File: src/rtl/lcdw_regs.vh
`ifndef LCDW_REGS_VH
`define LCDW_REGS_VH

// Drive mode field encodings
`define LCDW_MODE_FOUR      2'b00
`define LCDW_MODE_STATIC    2'b01
`define LCDW_MODE_TWO       2'b10
`define LCDW_MODE_THREE     2'b11
`define LCDW_MODE_RESET     2'b00

// RAM geometry
`define LCDW_NUM_COLS       40
`define LCDW_LAST_COL       6'd39
`define LCDW_COL_W          6
`define LCDW_ROWS           4

// Words per byte and pointer advance per mode
`define LCDW_WORDS_STATIC   4'd8
`define LCDW_WORDS_TWO      4'd4
`define LCDW_WORDS_THREE    4'd3
`define LCDW_WORDS_FOUR     4'd2

// Bits per word per mode
`define LCDW_BITS_STATIC    3'd1
`define LCDW_BITS_TWO       3'd2
`define LCDW_BITS_THREE     3'd3
`define LCDW_BITS_FOUR      3'd4

// Last phase of the multiplex sequence per mode
`define LCDW_PH_STATIC      2'd0
`define LCDW_PH_TWO         2'd1
`define LCDW_PH_THREE       2'd2
`define LCDW_PH_FOUR        2'd3

// Alternate bank row offset
`define LCDW_BANK_OFS       2'd2

// Row hold time: one frame divider step of 24 ref_clk cycles
`define LCDW_ROW_HOLD       24

// Reset values
`define LCDW_PTR_RESET      6'h00
`define LCDW_SUB_RESET      3'h0

`endif

File: src/rtl/lcdw_top.v
`timescale 1ns/1ps
`include "lcdw_regs.vh"

module lcdw_top #(
  parameter COLS     = `LCDW_NUM_COLS,
  parameter ROW_HOLD = `LCDW_ROW_HOLD
) (
  input  wire            ref_clk,
  input  wire            rst,
  input  wire            mode_set,
  input  wire [1:0]      mode_value,
  input  wire            ptr_load,
  input  wire [5:0]      ptr_value,
  input  wire            dev_select,
  input  wire [2:0]      dev_value,
  input  wire            bank_select,
  input  wire            bank_in_value,
  input  wire            bank_out_value,
  input  wire            data_valid,
  input  wire [7:0]      data_byte,
  input  wire            strap_subaddr_bit0,
  input  wire            strap_subaddr_bit1,
  input  wire            strap_subaddr_bit2,
  output reg             busy,
  output reg             byte_ack,
  output reg             byte_nack,
  output reg  [1:0]      drive_mode,
  output reg  [5:0]      data_ptr,
  output reg  [2:0]      sub_cnt,
  output reg             in_bank,
  output reg             out_bank,
  output reg             backplane_out_0,
  output reg             backplane_out_1,
  output reg             backplane_out_2,
  output reg             backplane_out_3,
  output wire [COLS-1:0] segment_outputs
);

  localparam ST_IDLE  = 1'b0;
  localparam ST_WRITE = 1'b1;
  localparam [4:0] HOLD_LAST = ROW_HOLD - 1;

  reg        state;
  reg [1:0]  word_mode;
  reg        word_bank;
  reg [7:0]  shreg;
  reg [3:0]  words_left;
  reg        stored_any;
  reg [4:0]  hold_cnt;
  reg [1:0]  phase;

  reg [3:0]  next_words;
  reg [2:0]  shift_bits;
  reg [3:0]  wr_data;
  reg [3:0]  wr_mask;
  reg [1:0]  last_phase;
  reg [1:0]  rd_row;

  wire [2:0] strap_addr;
  wire       addr_match;
  wire       in_range;
  wire       wr_en;
  wire       last_word;
  wire       overflow;

  assign strap_addr = {strap_subaddr_bit2, strap_subaddr_bit1,
                       strap_subaddr_bit0};
  // Strap is sampled directly; it must not move during an access
  assign addr_match = (sub_cnt == strap_addr);
  assign in_range   = (data_ptr <= `LCDW_LAST_COL);
  assign wr_en      = (state == ST_WRITE) && addr_match && in_range;
  assign last_word  = (words_left == 4'd1);
  assign overflow   = (data_ptr >= `LCDW_LAST_COL);

  // Words per byte equal the columns advanced per byte
  always @* begin
    case (drive_mode)
      `LCDW_MODE_STATIC: next_words = `LCDW_WORDS_STATIC;
      `LCDW_MODE_TWO:    next_words = `LCDW_WORDS_TWO;
      `LCDW_MODE_THREE:  next_words = `LCDW_WORDS_THREE;
      default:           next_words = `LCDW_WORDS_FOUR;
    endcase
  end

  // Word shaping: msb first, rows by mode and input bank
  always @* begin
    wr_data    = 4'h0;
    wr_mask    = 4'h0;
    shift_bits = `LCDW_BITS_FOUR;
    case (word_mode)
      `LCDW_MODE_STATIC: begin
        shift_bits = `LCDW_BITS_STATIC;
        if (word_bank) begin
          wr_data = {1'b0, shreg[7], 2'b00};
          wr_mask = 4'b0100;
        end else begin
          wr_data = {3'b000, shreg[7]};
          wr_mask = 4'b0001;
        end
      end
      `LCDW_MODE_TWO: begin
        shift_bits = `LCDW_BITS_TWO;
        if (word_bank) begin
          wr_data = {shreg[6], shreg[7], 2'b00};
          wr_mask = 4'b1100;
        end else begin
          wr_data = {2'b00, shreg[6], shreg[7]};
          wr_mask = 4'b0011;
        end
      end
      `LCDW_MODE_THREE: begin
        shift_bits = `LCDW_BITS_THREE;
        wr_data    = {1'b0, shreg[5], shreg[6], shreg[7]};
        // Third word carries only two bits; row 2 there is left alone
        wr_mask    = last_word ? 4'b0011 : 4'b0111;
      end
      default: begin
        shift_bits = `LCDW_BITS_FOUR;
        wr_data    = {shreg[4], shreg[5], shreg[6], shreg[7]};
        wr_mask    = 4'b1111;
      end
    endcase
  end

  // Configuration and the byte writer
  always @(posedge ref_clk) begin
    if (rst) begin
      state      <= ST_IDLE;
      drive_mode <= `LCDW_MODE_RESET;
      in_bank    <= 1'b0;
      out_bank   <= 1'b0;
      data_ptr   <= `LCDW_PTR_RESET;
      sub_cnt    <= `LCDW_SUB_RESET;
      word_mode  <= `LCDW_MODE_RESET;
      word_bank  <= 1'b0;
      shreg      <= 8'h00;
      words_left <= 4'h0;
      stored_any <= 1'b0;
      busy       <= 1'b0;
      byte_ack   <= 1'b0;
      byte_nack  <= 1'b0;
    end else begin
      byte_ack  <= 1'b0;
      byte_nack <= 1'b0;
      // Bank choices are kept apart so one bank fills while the other shows
      if (bank_select) begin
        in_bank  <= bank_in_value;
        out_bank <= bank_out_value;
      end
      case (state)
        ST_IDLE: begin
          // Commands win over a data byte offered in the same cycle
          if (mode_set || ptr_load || dev_select) begin
            if (mode_set) begin
              drive_mode <= mode_value;
            end
            if (ptr_load) begin
              data_ptr <= ptr_value;
            end
            if (dev_select) begin
              sub_cnt <= dev_value;
            end
          end else if (data_valid) begin
            // Mode and bank latched per byte so a late change cannot split it
            shreg      <= data_byte;
            word_mode  <= drive_mode;
            word_bank  <= in_bank && ((drive_mode == `LCDW_MODE_STATIC) ||
                          (drive_mode == `LCDW_MODE_TWO));
            words_left <= next_words;
            stored_any <= 1'b0;
            busy       <= 1'b1;
            state      <= ST_WRITE;
          end
        end
        ST_WRITE: begin
          shreg      <= shreg << shift_bits;
          words_left <= words_left - 4'd1;
          // One column per word, written or not
          if (overflow) begin
            data_ptr <= `LCDW_PTR_RESET;
            sub_cnt  <= sub_cnt + 3'd1;
          end else begin
            data_ptr <= data_ptr + 6'd1;
          end
          if (wr_en) begin
            stored_any <= 1'b1;
          end
          if (last_word) begin
            // Only words this device stored count toward its acknowledge
            byte_ack  <= stored_any || wr_en;
            byte_nack <= !(stored_any || wr_en);
            busy      <= 1'b0;
            state     <= ST_IDLE;
          end
        end
        default: begin
          busy  <= 1'b0;
          state <= ST_IDLE;
        end
      endcase
    end
  end

  // Multiplex sequence length by mode
  always @* begin
    case (drive_mode)
      `LCDW_MODE_STATIC: last_phase = `LCDW_PH_STATIC;
      `LCDW_MODE_TWO:    last_phase = `LCDW_PH_TWO;
      `LCDW_MODE_THREE:  last_phase = `LCDW_PH_THREE;
      default:           last_phase = `LCDW_PH_FOUR;
    endcase
  end

  // Physical row shown for the current phase
  always @* begin
    rd_row = phase;
    if (out_bank && ((drive_mode == `LCDW_MODE_STATIC) ||
        (drive_mode == `LCDW_MODE_TWO))) begin
      rd_row = phase + `LCDW_BANK_OFS;
    end
  end

  // Row scan; backplane flags register in step with the RAM row read
  always @(posedge ref_clk) begin
    if (rst) begin
      hold_cnt        <= 5'd0;
      phase           <= 2'd0;
      backplane_out_0 <= 1'b0;
      backplane_out_1 <= 1'b0;
      backplane_out_2 <= 1'b0;
      backplane_out_3 <= 1'b0;
    end else begin
      if (hold_cnt >= HOLD_LAST) begin
        hold_cnt <= 5'd0;
        // A mode change that shortens the sequence restarts it at row 0
        if (phase >= last_phase) begin
          phase <= 2'd0;
        end else begin
          phase <= phase + 2'd1;
        end
      end else begin
        hold_cnt <= hold_cnt + 5'd1;
      end
      backplane_out_0 <= (phase == 2'd0);
      backplane_out_1 <= (phase == 2'd1);
      backplane_out_2 <= (phase == 2'd2);
      backplane_out_3 <= (phase == 2'd3);
    end
  end

  // RAM bits pass to the segments unchanged: 1 is on, 0 is off
  lcdw_ram #(
    .COLS    (COLS)
  ) u_ram (
    .ref_clk (ref_clk),
    .rst     (rst),
    .wr_en   (wr_en),
    .wr_col  (data_ptr),
    .wr_data (wr_data),
    .wr_mask (wr_mask),
    .rd_row  (rd_row),
    .rd_data (segment_outputs)
  );

endmodule

File: src/rtl/lcdw_ram.v
`timescale 1ns/1ps
`include "lcdw_regs.vh"

module lcdw_ram #(
  parameter COLS = `LCDW_NUM_COLS
) (
  input  wire                   ref_clk,
  input  wire                   rst,
  input  wire                   wr_en,
  input  wire [`LCDW_COL_W-1:0] wr_col,
  input  wire [3:0]             wr_data,
  input  wire [3:0]             wr_mask,
  input  wire [1:0]             rd_row,
  output reg  [COLS-1:0]        rd_data
);

  reg [3:0] mem [0:COLS-1];
  integer   i;
  integer   k;
  integer   j;

  // Rows not in the mask keep their old bits
  always @(posedge ref_clk) begin
    if (rst) begin
      for (i = 0; i < COLS; i = i + 1) begin
        mem[i] <= 4'h0;
      end
    end else if (wr_en) begin
      for (k = 0; k < 4; k = k + 1) begin
        if (wr_mask[k]) begin
          mem[wr_col][k] <= wr_data[k];
        end
      end
    end
  end

  // Whole row read out through a register for the display latch
  always @(posedge ref_clk) begin
    if (rst) begin
      rd_data <= {COLS{1'b0}};
    end else begin
      for (j = 0; j < COLS; j = j + 1) begin
        rd_data[j] <= mem[j][rd_row];
      end
    end
  end

endmodule

File: config.mk
export PLATFORM = sky130hd
export DESIGN_NAME = lcdw_top
export DESIGN_NICKNAME = d
export VERILOG_FILES = /design/src/rtl/lcdw_top.v /design/src/rtl/lcdw_ram.v
export VERILOG_INCLUDE_DIRS = /design/src /design/src/rtl
export SDC_FILE = /design/constraint.sdc
export NUM_CORES = 1
export LEC_CHECK = 0
export ABC_AREA = 1
export ABC_CLOCK_PERIOD_IN_PS = 3350
export BUFFER_PORTS_ARGS = -buffer_cell sky130_fd_sc_hd__buf_4
export CORE_MARGIN = 2
export CORE_UTILIZATION = 65
export CTS_CLUSTER_DIAMETER = 30
export DETAILED_ROUTE_END_ITERATION = 12
export PLACE_DENSITY = 0.92
export SYNTH_ARGS = -nofsm -noshare
export SYNTH_HDL_FRONTEND = slang
export SYNTH_HIERARCHICAL = 1
export SYNTH_SLANG_ARGS = --single-unit
export TNS_END_PERCENT = 10
File: constraint.sdc
create_clock -name ref_clk -period 3.35 [get_ports ref_clk]
set_clock_uncertainty 0.1 [all_clocks]
set_input_delay 0.67 -clock ref_clk [delete_from_list [all_inputs] [get_ports ref_clk]]
set_output_delay 0.67 -clock ref_clk [all_outputs]
set_load 0.01 [all_outputs]
==> results of run 1 <==
==> cell usage after synthesis, types with 3 or more instances <==
library cell               instances
sky130_fd_sc_hd__nand2_1         509
sky130_fd_sc_hd__nor2_1          232
sky130_fd_sc_hd__inv_1           220
sky130_fd_sc_hd__nand3_1         185
sky130_fd_sc_hd__edfxtp_1        160
sky130_fd_sc_hd__dfxtp_1          84
sky130_fd_sc_hd__a21oi_1          67
sky130_fd_sc_hd__clkbuf_1         54
sky130_fd_sc_hd__o21ai_0          33
sky130_fd_sc_hd__buf_2            31
sky130_fd_sc_hd__ha_1             15
sky130_fd_sc_hd__inv_2            12
sky130_fd_sc_hd__nor2_2            9
sky130_fd_sc_hd__buf_4             7
sky130_fd_sc_hd__or2_2             5
sky130_fd_sc_hd__buf_6             4
sky130_fd_sc_hd__xor2_1            4
sky130_fd_sc_hd__nand2_2           3
==> area by class of cell <==
class,count,area [um^2]
inverters,232,873
multi-input cells,1076,4670
well taps,234,293
fillers,1170,4070
clock inverters,29,419
flip-flops and latches,244,6490
clock buffers,51,1120
repair buffers,108,836
==> power breakdown <==
group / internal [mW] / total, mW / switching (mW)
Sequential: 3.32 / 3.39 / 0.0684
Clock: 3.15 / 4.63 / 1.48
Combinational: 0.197 / 0.605 / 0.408
==> state kept, by name (all words and copies together), names as in the netlist, 2 cells and up <==
register       cells
u_ram/mem        160
u_ram/rd_data     40
shreg              8
data_ptr           6
hold_cnt           5
words_left         4
sub_cnt            3
drive_mode         2
phase              2
word_mode          2
==> stage by stage <==
| step | setup WS (ns) | std cells | instance area [um^2] | hold slack [ns] |
|---|---|---|---|---|
| 2_1_floorplan | 1.21 | 1648 | 12500 | 0.318 |
| 3_3_place_gp | 0.763 | 1894 | 13200 | 0.330 |
| 3_5_place_dp | 0.714 | 1894 | 13200 | 0.338 |
| 4_1_cts | 0.831 | 1974 | 14700 | 0.276 |
| 5_1_grt | 0.598 | 1974 | 14700 | 0.299 |
| 6_report | 0.757 | 1974 | 14700 | 0.282 |
==> cell families (layout without fill, tap and decap cells) <==
logic type                 count (synthesis)  count (layout)  synth area share [%]
DFF                                      244             244                  52.1
adders and majority gates                 15              15                  1.51
and+or+nand+nor                          951             951                  31.1
xor gates and xnor gates                   5               5                 0.352
AOI/OAI and AO/OA                        105             105                  4.28
buffers and inverters                    328             420                  10.6
==> worst max path at each step <==
| stage | slack (ns) | end | cells past startpoint |
|---|---|---|---|
| 2_1_floorplan | 1.21 | u_ram/mem[15][2] | 9 |
| 3_3_place_gp | 0.76 | u_ram/mem[18][1] | 11 |
| 3_5_place_dp | 0.71 | u_ram/mem[10][1] | 11 |
| 4_1_cts | 0.83 | u_ram/mem[10][1] | 9 |
| 5_1_grt | 0.60 | u_ram/mem[10][1] | 9 |
| 6_report | 0.76 | u_ram/mem[10][1] | 9 |
==> metal layers <==
layer,up-vias,GRT usage (%),wire [um]
met5,-,0,0
met4,0,15.3,1450
met3,152,7.84,4170
met2,822,56.0,15700
met1,5109,37.2,10800
li1,5272,-,-
==> critical path, cell delays in order (launching register included) <==
cell	delay (ns)
sky130_fd_sc_hd__dfxtp_1	0.45
sky130_fd_sc_hd__o21ai_1	0.21
sky130_fd_sc_hd__and2_1	0.16
sky130_fd_sc_hd__nand3_1	0.17
sky130_fd_sc_hd__inv_1	0.16
sky130_fd_sc_hd__nand2_1	0.09
sky130_fd_sc_hd__nor2_2	0.09
sky130_fd_sc_hd__buf_4	0.49
sky130_fd_sc_hd__nand3_1	0.22
sky130_fd_sc_hd__nand2_1	0.15
==> flow_metrics.env, run 1 <==
export IMPL_synth_enable_flop_cells=160
export IMPL_worstHoldStart="bank_in_value"
export IMPL_route_final_wire_length_mm=32.1
export IMPL_grt_setup_unrepaired="false"
export IMPL_drt_antenna_violating_nets=0
export IMPL_fin_nets=1751
export IMPL_hold_path_depth=3
export IMPL_min_period_over_period_pct=77.4
export IMPL_crit_path_start="data_ptr[4]"
export IMPL_tritoncts_num_buffers=43
export IMPL_report_final_slew_viol_count=0
export IMPL_post_synth_main_area_contributors="sky130_fd_sc_hd__edfxtp_1 (39%), sky130_fd_sc_hd__nand2_1 (15%), sky130_fd_sc_hd__dfxtp_1 (14%)"
export IMPL_area_growth_syn_to_layout_pct=18.0
export IMPL_tightestPinTransition_ns=0.978
export IMPL_most_common_layout_cells="sky130_fd_sc_hd__nand2_1 (509), sky130_fd_sc_hd__nor2_1 (228), sky130_fd_sc_hd__inv_1 (220), sky130_fd_sc_hd__nand3_1 (185), sky130_fd_sc_hd__edfxtp_1 (160)"
export IMPL_final_period_minus_worst_setup_slack_ns=2.59
export IMPL_floorplan_rows=50
export IMPL_cts_hold_buffers=0
export IMPL_peakVddDrop_uv=441
export IMPL_post_route_drc_count=0
export IMPL_die_width_um=142
export IMPL_clockRootBuffer="sky130_fd_sc_hd__clkbuf_16"
export IMPL_crit_reg2reg_capture="u_ram/mem[10][1]"
export IMPL_synth_top_area_cell="sky130_fd_sc_hd__edfxtp_1"
export IMPL_cts_htree_levels=2
export IMPL_status="completed"
export IMPL_wl_per_cell_um=16.3
export IMPL_maxClockFrequency_mhz=386
export IMPL_io_buffers=90
export IMPL_drt_first_pass_iters=7
export IMPL_number_of_instances_in_the_synthesized_netlist=1648
export IMPL_avgSynthCellArea_um2=7.56
export IMPL_pwr_density_cell_nw_per_um2=586
export IMPL_leakage_nw=6.49
export IMPL_postLayoutCoreUtil_pct=78.3
export IMPL_tritoncts_num_sinks=244
export IMPL_relSlewSlack_pct=34.8
export IMPL_globalRouteOverflowTotal=0
export IMPL_syn_nets=1694
export IMPL_clk_lat_worst_skew_ns=0.53
export IMPL_hold_path_class="in -> reg"
export IMPL_first_global_vias=10969
export IMPL_criticalPathCategory="reg -> reg"
export IMPL_via_count=11355
export IMPL_synth_cell_type_count=29
export IMPL_antenna_cells=0
export IMPL_flop_and_latch_count_out_of_synthesis=244
export IMPL_synth_async_sr_flop_share_pct=0
export IMPL_post_cts_buffers=0
export IMPL_grt_start_max_net_pins=83
export IMPL_cts_max_path_buffers=3
export IMPL_hold_viol_final=0
export IMPL_grt_first_pass_wirelength_mm=51.6
export IMPL_hpwlAfterDp_mm=17.6
export IMPL_grt_antenna_before_repair=0
export IMPL_viasPerCell=5.75
export IMPL_gp_congestion=0.877
export IMPL_setup_viol_count_final=0
export IMPL_dieHeight_um=142
export IMPL_rr_worst_depth=9
export IMPL_timing_critical_path_from_type="register"
export IMPL_worst_endpoint_required_ns=3.49
export IMPL_rrSetupSlack_ns=0.76
export IMPL_synth_sequential_area_ratio_pct=52.1
export IMPL_path_clk_slew_ns=0.05
export IMPL_tritoncts="done"
export IMPL_synth_ff_type="sky130_fd_sc_hd__edfxtp_1"
export IMPL_most_common_library_cell_in_the_layout_ignoring_fill_and_taps="sky130_fd_sc_hd__nand2_1"
export IMPL_drive_above_1_share_pct=12.2
export IMPL_fin_total_pwr_mw=8.62
export IMPL_cts_repair_resize_count=0
export IMPL_io_pin_count=91
export IMPL_timing_critical_path_arrival_ns=2.73
export IMPL_synth_top_cell_area_share_pct=38.6
export IMPL_design_core_area_um2=18800
export IMPL_grt_use_total_pct=32.1
export IMPL_crit_reg2reg_launch="data_ptr[4]"
export IMPL_maxCapViolations=0
export IMPL_total_standard_cell_area_after_synthesis_um2=12500
export IMPL_start_util_pct=66.4
export IMPL_initialDrtViolationCount=1503
export IMPL_worst_path_max_fanout=40
export IMPL_holdPathEnd="in_bank"
export IMPL_setup_tns_ns=0
export IMPL_yosys_warnings=6
export IMPL_timing_critical_path_to_type="register"
export IMPL_dieArea_um2=20300
(Power assumes the default switching activity.)
==> inputs of run 2 (changes only) <==
Settings changed: ABC_CLOCK_PERIOD_IN_PS 3350 to 2400, CORE_UTILIZATION 65 to 61, PLACE_DENSITY 0.92 to 0.88.
Clock period 3.35 ns to 2.4 ns, I/O delays scaled along.
==> run 2 against run 1 <==
Effect of this change: worst setup slack worse by 0.58 ns; hold slack got worse by 0.21 ns; routed wire length rose by 0.93%; clock-buffer cell count is 6 higher; sequential share of layout area fell by 0.85 points.
==> flow_metrics.env, run 2 (synthesized netlist as in run 1, its figures left out) <==
export IMPL_io_buffers=90
export IMPL_viasPerCell=5.62
export IMPL_critical_path_cell_chain="inv_1 > ha_1 > nand2_1 > xor2_4 > inv_1 > buf_12 > nand3_1 > a21oi_1"
export IMPL_cpMostUsedCell="sky130_fd_sc_hd__inv_1"
export IMPL_path_delay_family="buffers and inverters"
export IMPL_post_route_drc_count=0
export IMPL_hold_worst_slack_ns=0.0731
export IMPL_worstSetupPathDepth=8
export IMPL_most_common_library_cell_in_the_layout_ignoring_fill_and_taps="sky130_fd_sc_hd__nand2_1"
export IMPL_report_final_slew_viol_count=0
export IMPL_p_clk_share_pct=52.6
export IMPL_relSlewSlack_pct=53.9
export IMPL_grt_setup_unrepaired="false"
export IMPL_drt_first_pass_iters=7
export IMPL_via_count=11379
export IMPL_dieArea_um2=21600
export IMPL_net_switching_power_mw=2.87
export IMPL_initialDrtViolationCount=1344
export IMPL_path_clk_slew_ns=0.05
export IMPL_pwr_density_cell_nw_per_um2=790
export IMPL_min_period_over_period_pct=92.6
export IMPL_tritoncts_num_buffers=46
export IMPL_hold_viol_final=0
export IMPL_gp_congestion=0.837
export IMPL_maxCapViolations=0
export IMPL_cts_hold_buffers=0
export IMPL_grt_start_max_net_pins=81
export IMPL_dieHeight_um=147
export IMPL_start_util_pct=62.0
export IMPL_p_int_mw=8.97
export IMPL_hold_path_class="in -> reg"
export IMPL_setup_viol_count_final=0
export IMPL_globalRouteOverflowTotal=0
export IMPL_maxClockFrequency_mhz=450
export IMPL_peakVddDrop_uv=541
export IMPL_postLayoutCoreUtil_pct=74.5
export IMPL_critical_path_max_stage_delay_ns=0.40
export IMPL_clockRootBuffer="sky130_fd_sc_hd__clkbuf_16"
export IMPL_antenna_cells=0
export IMPL_wl_per_cell_um=16.0
export IMPL_post_cts_buffers=0
export IMPL_largest_register="u_ram/mem"
export IMPL_tritoncts="done"
export IMPL_switching_share_pct=24.3
export IMPL_largestRegisters="u_ram/mem (160), u_ram/rd_data (40), shreg (8)"
export IMPL_clk_lat_worst_skew_ns=0.54
export IMPL_timing_critical_path_to_type="register"
export IMPL_fin_nets=1765
export IMPL_hold_path_depth=3
export IMPL_worst_path_max_delay_cell="sky130_fd_sc_hd__dfxtp_1"
export IMPL_rr_worst_depth=8
export IMPL_hpwlAfterDp_mm=18.4
export IMPL_criticalPathCategory="reg -> reg"
export IMPL_tightestPinTransition_ns=0.691
export IMPL_drt_antenna_violating_nets=0
export IMPL_io_pin_count=91
export IMPL_status="completed"
export IMPL_drive_above_1_share_pct=13.3
export IMPL_final_period_minus_worst_setup_slack_ns=2.22
export IMPL_design_core_area_um2=20100
export IMPL_leakage_nw=6.61
export IMPL_first_global_vias=11326
export IMPL_sequentialPowerShare_pct=39.8
export IMPL_die_width_um=147
export IMPL_setup_tns_ns=0
export IMPL_floorplan_rows=52
export IMPL_timing_critical_path_from_type="register"
export IMPL_worstPathBufferInverterCount=3
export IMPL_tritoncts_num_sinks=244
export IMPL_cts_htree_levels=2
export IMPL_grt_first_pass_wirelength_mm=52.2
export IMPL_worst_path_max_fanout=40
export IMPL_combinational_power_share_pct=7.6
export IMPL_cts_max_path_buffers=3
export IMPL_route_final_wire_length_mm=32.4
export IMPL_grt_use_total_pct=30.1
export IMPL_grt_antenna_before_repair=0
export IMPL_worst_endpoint_required_ns=2.72
export IMPL_largest_register_ffs=160
export IMPL_timing_critical_path_arrival_ns=2.54
export IMPL_most_common_layout_cells="sky130_fd_sc_hd__nand2_1 (509), sky130_fd_sc_hd__nor2_1 (228), sky130_fd_sc_hd__inv_1 (220), sky130_fd_sc_hd__nand3_1 (185), sky130_fd_sc_hd__edfxtp_1 (160)"
export IMPL_area_growth_syn_to_layout_pct=20.3
export IMPL_fin_total_pwr_mw=11.8
[run 2: cell types whose count changed in the layout (fill, tap and decap cells not counted), sizes merged]
cell | previous run | this run
bufinv | 10 | 2
clkinv | 12 | 14
clkbuf | 51 | 57
inv | 236 | 240
clkinvlp | 3 | 4
buf | 108 | 119
[run 2: power groups by stage]
stage	clock network [mW]	registers [mW]	logic (mW)
final	6.22	4.72	0.897
after global placement	0	4.78	0.835
after floorplan	0	4.80	0.517
after global routing	6.44	4.73	0.976
after CTS	6.27	4.71	0.883
after detailed placement	0	4.79	0.866
[run 2: path summary, 6_finish.rpt]
| path | startpoint | endpoint | slack (ns) |
|---|---|---|---|
| max | drive_mode[0] | u_ram/rd_data[20] | 0.18 |
| min | bank_out_value | out_bank | 0.07 |
| min reg2reg | hold_cnt[0] | hold_cnt[0] | 0.35 |
| max reg2reg | drive_mode[0] | u_ram/rd_data[20] | 0.18 |
[run 2: layout make-up]
class                      instances  area [um^2]
sequential                       244         6490
fill                            1378         5120
multi-input combinational       1076         4680
clock buffer                      57         1280
timing repair buffer             119         1080
inverter                         232          873
tap                              270          338
clock inverter                    28          253
[run 2: worst register-to-register path, delay by kind of cell, from the launching register on]
kind | cells | cell delay, ns
xor+xnor | 1 | 0.19
flops | 1 | 0.40
buf+inv | 3 | 0.45
compound gates | 1 | 0.30
simple gates | 2 | 0.30
fa+ha+maj | 1 | 0.37
[run 2: metal layers]
metal | share of wire, % | track usage [%]
met2 | 50 | 53.3
met5 | 0 | 0
met1 | 35 | 34.5
met3 | 11 | 5.12
met4 | 4.7 | 17.4
[run 2: metrics by stage]
| step | setup slack (ns) | area (um^2) | instances |
|---|---|---|---|
| 2_1_floorplan | 0.431 | 12500 | 1648 |
| 3_3_place_gp | 0.223 | 13500 | 1941 |
| 3_5_place_dp | 0.111 | 13500 | 1941 |
| 4_1_cts | 0.168 | 15000 | 2026 |
| 5_1_grt | 0.0386 | 15000 | 2026 |
| 6_report | 0.179 | 15000 | 2026 |
[run 2: what timing repair did]
| action | CTS | global route |
|---|---|---|
| hold endpoints to repair | 0 | 0 |
| resized for setup | 0 | 2 |
| endpoints found under the setup margin | 0 | 18 |
==> inputs of run 3 (changes only) <==
Settings changed: PLACE_DENSITY 0.88 to 0.81.
==> run 3 against run 2 <==
Effect of this change: first-iteration DRC count shrank 17%; utilization increased by 0.70 points; design area up 0.93%; hold slack improved by 0.010 ns; clock power up 7.1%; non-clock buffer count up 3; sequential share of layout area decreased by 0.39 points; worst setup slack worse by 0.060 ns; routed wire length down 1.5%; via count decreased by 1.9%; largest power group unchanged.
==> flow_metrics.env, run 3 (synthesized netlist as in run 1, its figures left out) <==
export IMPL_status="completed"
export IMPL_peakVddDrop_uv=694
export IMPL_post_route_drc_count=0
export IMPL_dieArea_um2=21600
export IMPL_maxClockFrequency_mhz=438
export IMPL_hold_viol_final=0
export IMPL_route_final_wire_length_mm=31.9
export IMPL_viasPerCell=5.49
export IMPL_pwr_density_cell_nw_per_um2=810
export IMPL_worstHoldStart="bank_in_value"
export IMPL_fin_nets=1769
export IMPL_gp_congestion=0.870
export IMPL_antenna_cells=0
export IMPL_cts_htree_levels=2
export IMPL_crit_reg2reg_launch="drive_mode[0]"
export IMPL_setup_tns_ns=0
export IMPL_net_switching_power_mw=2.86
export IMPL_p_clk_share_pct=54.3
export IMPL_final_design_area_no_fill_um2=15100
export IMPL_largest_register_ffs=160
export IMPL_criticalPathCategory="reg -> reg"
export IMPL_area_growth_syn_to_layout_pct=21.4
export IMPL_hold_path_class="in -> reg"
export IMPL_worst_path_max_delay_cell="sky130_fd_sc_hd__dfxtp_1"
export IMPL_io_pin_count=91
export IMPL_tritoncts_num_sinks=244
export IMPL_post_cts_buffers=0
export IMPL_combinational_power_share_pct=7.2
export IMPL_tritoncts_num_buffers=47
export IMPL_hpwlAfterDp_mm=18.0
export IMPL_crit_path_start="drive_mode[0]"
export IMPL_clk_lat_worst_skew_ns=0.54
export IMPL_most_common_layout_cells="sky130_fd_sc_hd__nand2_1 (509), sky130_fd_sc_hd__nor2_1 (228), sky130_fd_sc_hd__inv_1 (220), sky130_fd_sc_hd__nand3_1 (185), sky130_fd_sc_hd__edfxtp_1 (160)"
export IMPL_worst_path_max_fanout=40
export IMPL_wl_per_cell_um=15.7
export IMPL_tightestPinTransition_ns=0.709
export IMPL_maxCapViolations=0
export IMPL_initialDrtViolationCount=1122
export IMPL_timing_critical_path_to_type="register"
export IMPL_timing_critical_path_arrival_ns=2.57
export IMPL_most_common_library_cell_in_the_layout_ignoring_fill_and_taps="sky130_fd_sc_hd__nand2_1"
export IMPL_grt_use_total_pct=29.2
export IMPL_timing_final_ws_setup_ns=0.118
export IMPL_critical_path_max_stage_delay_ns=0.40
export IMPL_path_clk_slew_ns=0.05
export IMPL_cts_max_path_buffers=3
export IMPL_globalRouteOverflowTotal=0
export IMPL_switching_share_pct=23.3
export IMPL_min_period_over_period_pct=95.1
export IMPL_p_int_mw=9.40
export IMPL_start_util_pct=62.0
export IMPL_die_width_um=147
export IMPL_sequentialPowerShare_pct=38.5
export IMPL_final_period_minus_worst_setup_slack_ns=2.28
export IMPL_leakage_nw=6.67
export IMPL_dpl_cell_area_um2=13400
export IMPL_design_core_area_um2=20100
export IMPL_critical_path_cell_chain="inv_1 > ha_1 > nand2_1 > xor2_4 > inv_1 > buf_12 > nand3_1 > a21oi_1"
export IMPL_relSlewSlack_pct=52.7
export IMPL_drt_first_pass_iters=6
export IMPL_dieHeight_um=147
export IMPL_report_final_slew_viol_count=0
export IMPL_via_count=11159
export IMPL_worst_endpoint_required_ns=2.69
export IMPL_grt_setup_unrepaired="false"
export IMPL_drive_above_1_share_pct=13.8
export IMPL_cpMostUsedCell="sky130_fd_sc_hd__inv_1"
export IMPL_grt_start_max_net_pins=84
export IMPL_largest_register="u_ram/mem"
export IMPL_tritoncts="done"
export IMPL_clockRootBuffer="sky130_fd_sc_hd__clkbuf_16"
export IMPL_grt_antenna_before_repair=0
export IMPL_drt_antenna_violating_nets=0
export IMPL_first_global_vias=10718
export IMPL_largestRegisters="u_ram/mem (160), u_ram/rd_data (40), shreg (8)"
export IMPL_io_buffers=90
export IMPL_grt_first_pass_wirelength_mm=50.6
export IMPL_floorplan_rows=52
export IMPL_setup_viol_count_final=0
export IMPL_placement_setup_worst_slack_ns=0.149
export IMPL_timing_critical_path_from_type="register"
==> run 3: worst paths after layout <==
kind                             to  slack, ns  depth (start not counted)
setup / recovery  u_ram/rd_data[32]       0.12                          8
hold / removal              in_bank       0.08                          3
setup reg to reg  u_ram/rd_data[32]       0.12                          8
hold reg to reg         hold_cnt[0]       0.34                          1
==> run 3: cell type report <==
class,count,area [um^2]
Sequential cell,244,6490
Fill cell,1414,4980
Multi-Input combinational cell,1076,4680
Clock buffer,61,1370
Timing Repair Buffer,122,1100
Inverter,232,873
Tap cell,270,338
Clock inverter,27,280
==> run 3: through the flow <==
stage / cells / power [mW] / hold slack, ns / util, %
after CTS: 2031 / 12.3 / 0.0746 / 75.1
final: 2032 / 12.3 / 0.0834 / 75.2
after global routing: 2032 / 12.6 / 0.128 / 75.2
after global placement: 1943 / 5.62 / 0.330 / 66.9
after detailed placement: 1943 / 5.65 / 0.336 / 66.9
after floorplan: 1648 / 5.32 / 0.318 / -
==> run 3: repair_timing <==
| action | 4_1_cts | 5_1_grt |
|---|---|---|
| endpoints found under the setup margin | 0 | 2 |
| hold buffers | 0 | 0 |
| gates resized for setup | 0 | 3 |
==> run 3: power by group through the flow <==
stage	clock (mW)	sequential, mW	combinational [mW]
after floorplan	0	4.80	0.517
after global placement	0	4.78	0.839
after detailed placement	0	4.79	0.864
after CTS	6.69	4.71	0.875
after global routing	6.90	4.73	0.970
final	6.66	4.72	0.886
==> run 3: worst max-delay path: cells and delay by family (launching register included) <==
kind                     cells  cell delay, ns
XOR/XNOR                     1            0.19
adder cells (fa/ha/maj)      1            0.37
buffers and inverters        3            0.43
AO/OA/AOI/OAI                1            0.35
flip-flops                   1            0.40
AND/OR/NAND/NOR              2            0.28
==> run 3: layer usage <==
layer,part of all wire (%),routed length [um],track usage [%]
met1,36,11500,34.4
met5,0,0,0
met3,9.3,2980,4.60
met2,51,16100,52.1
met4,4.1,1310,14.2
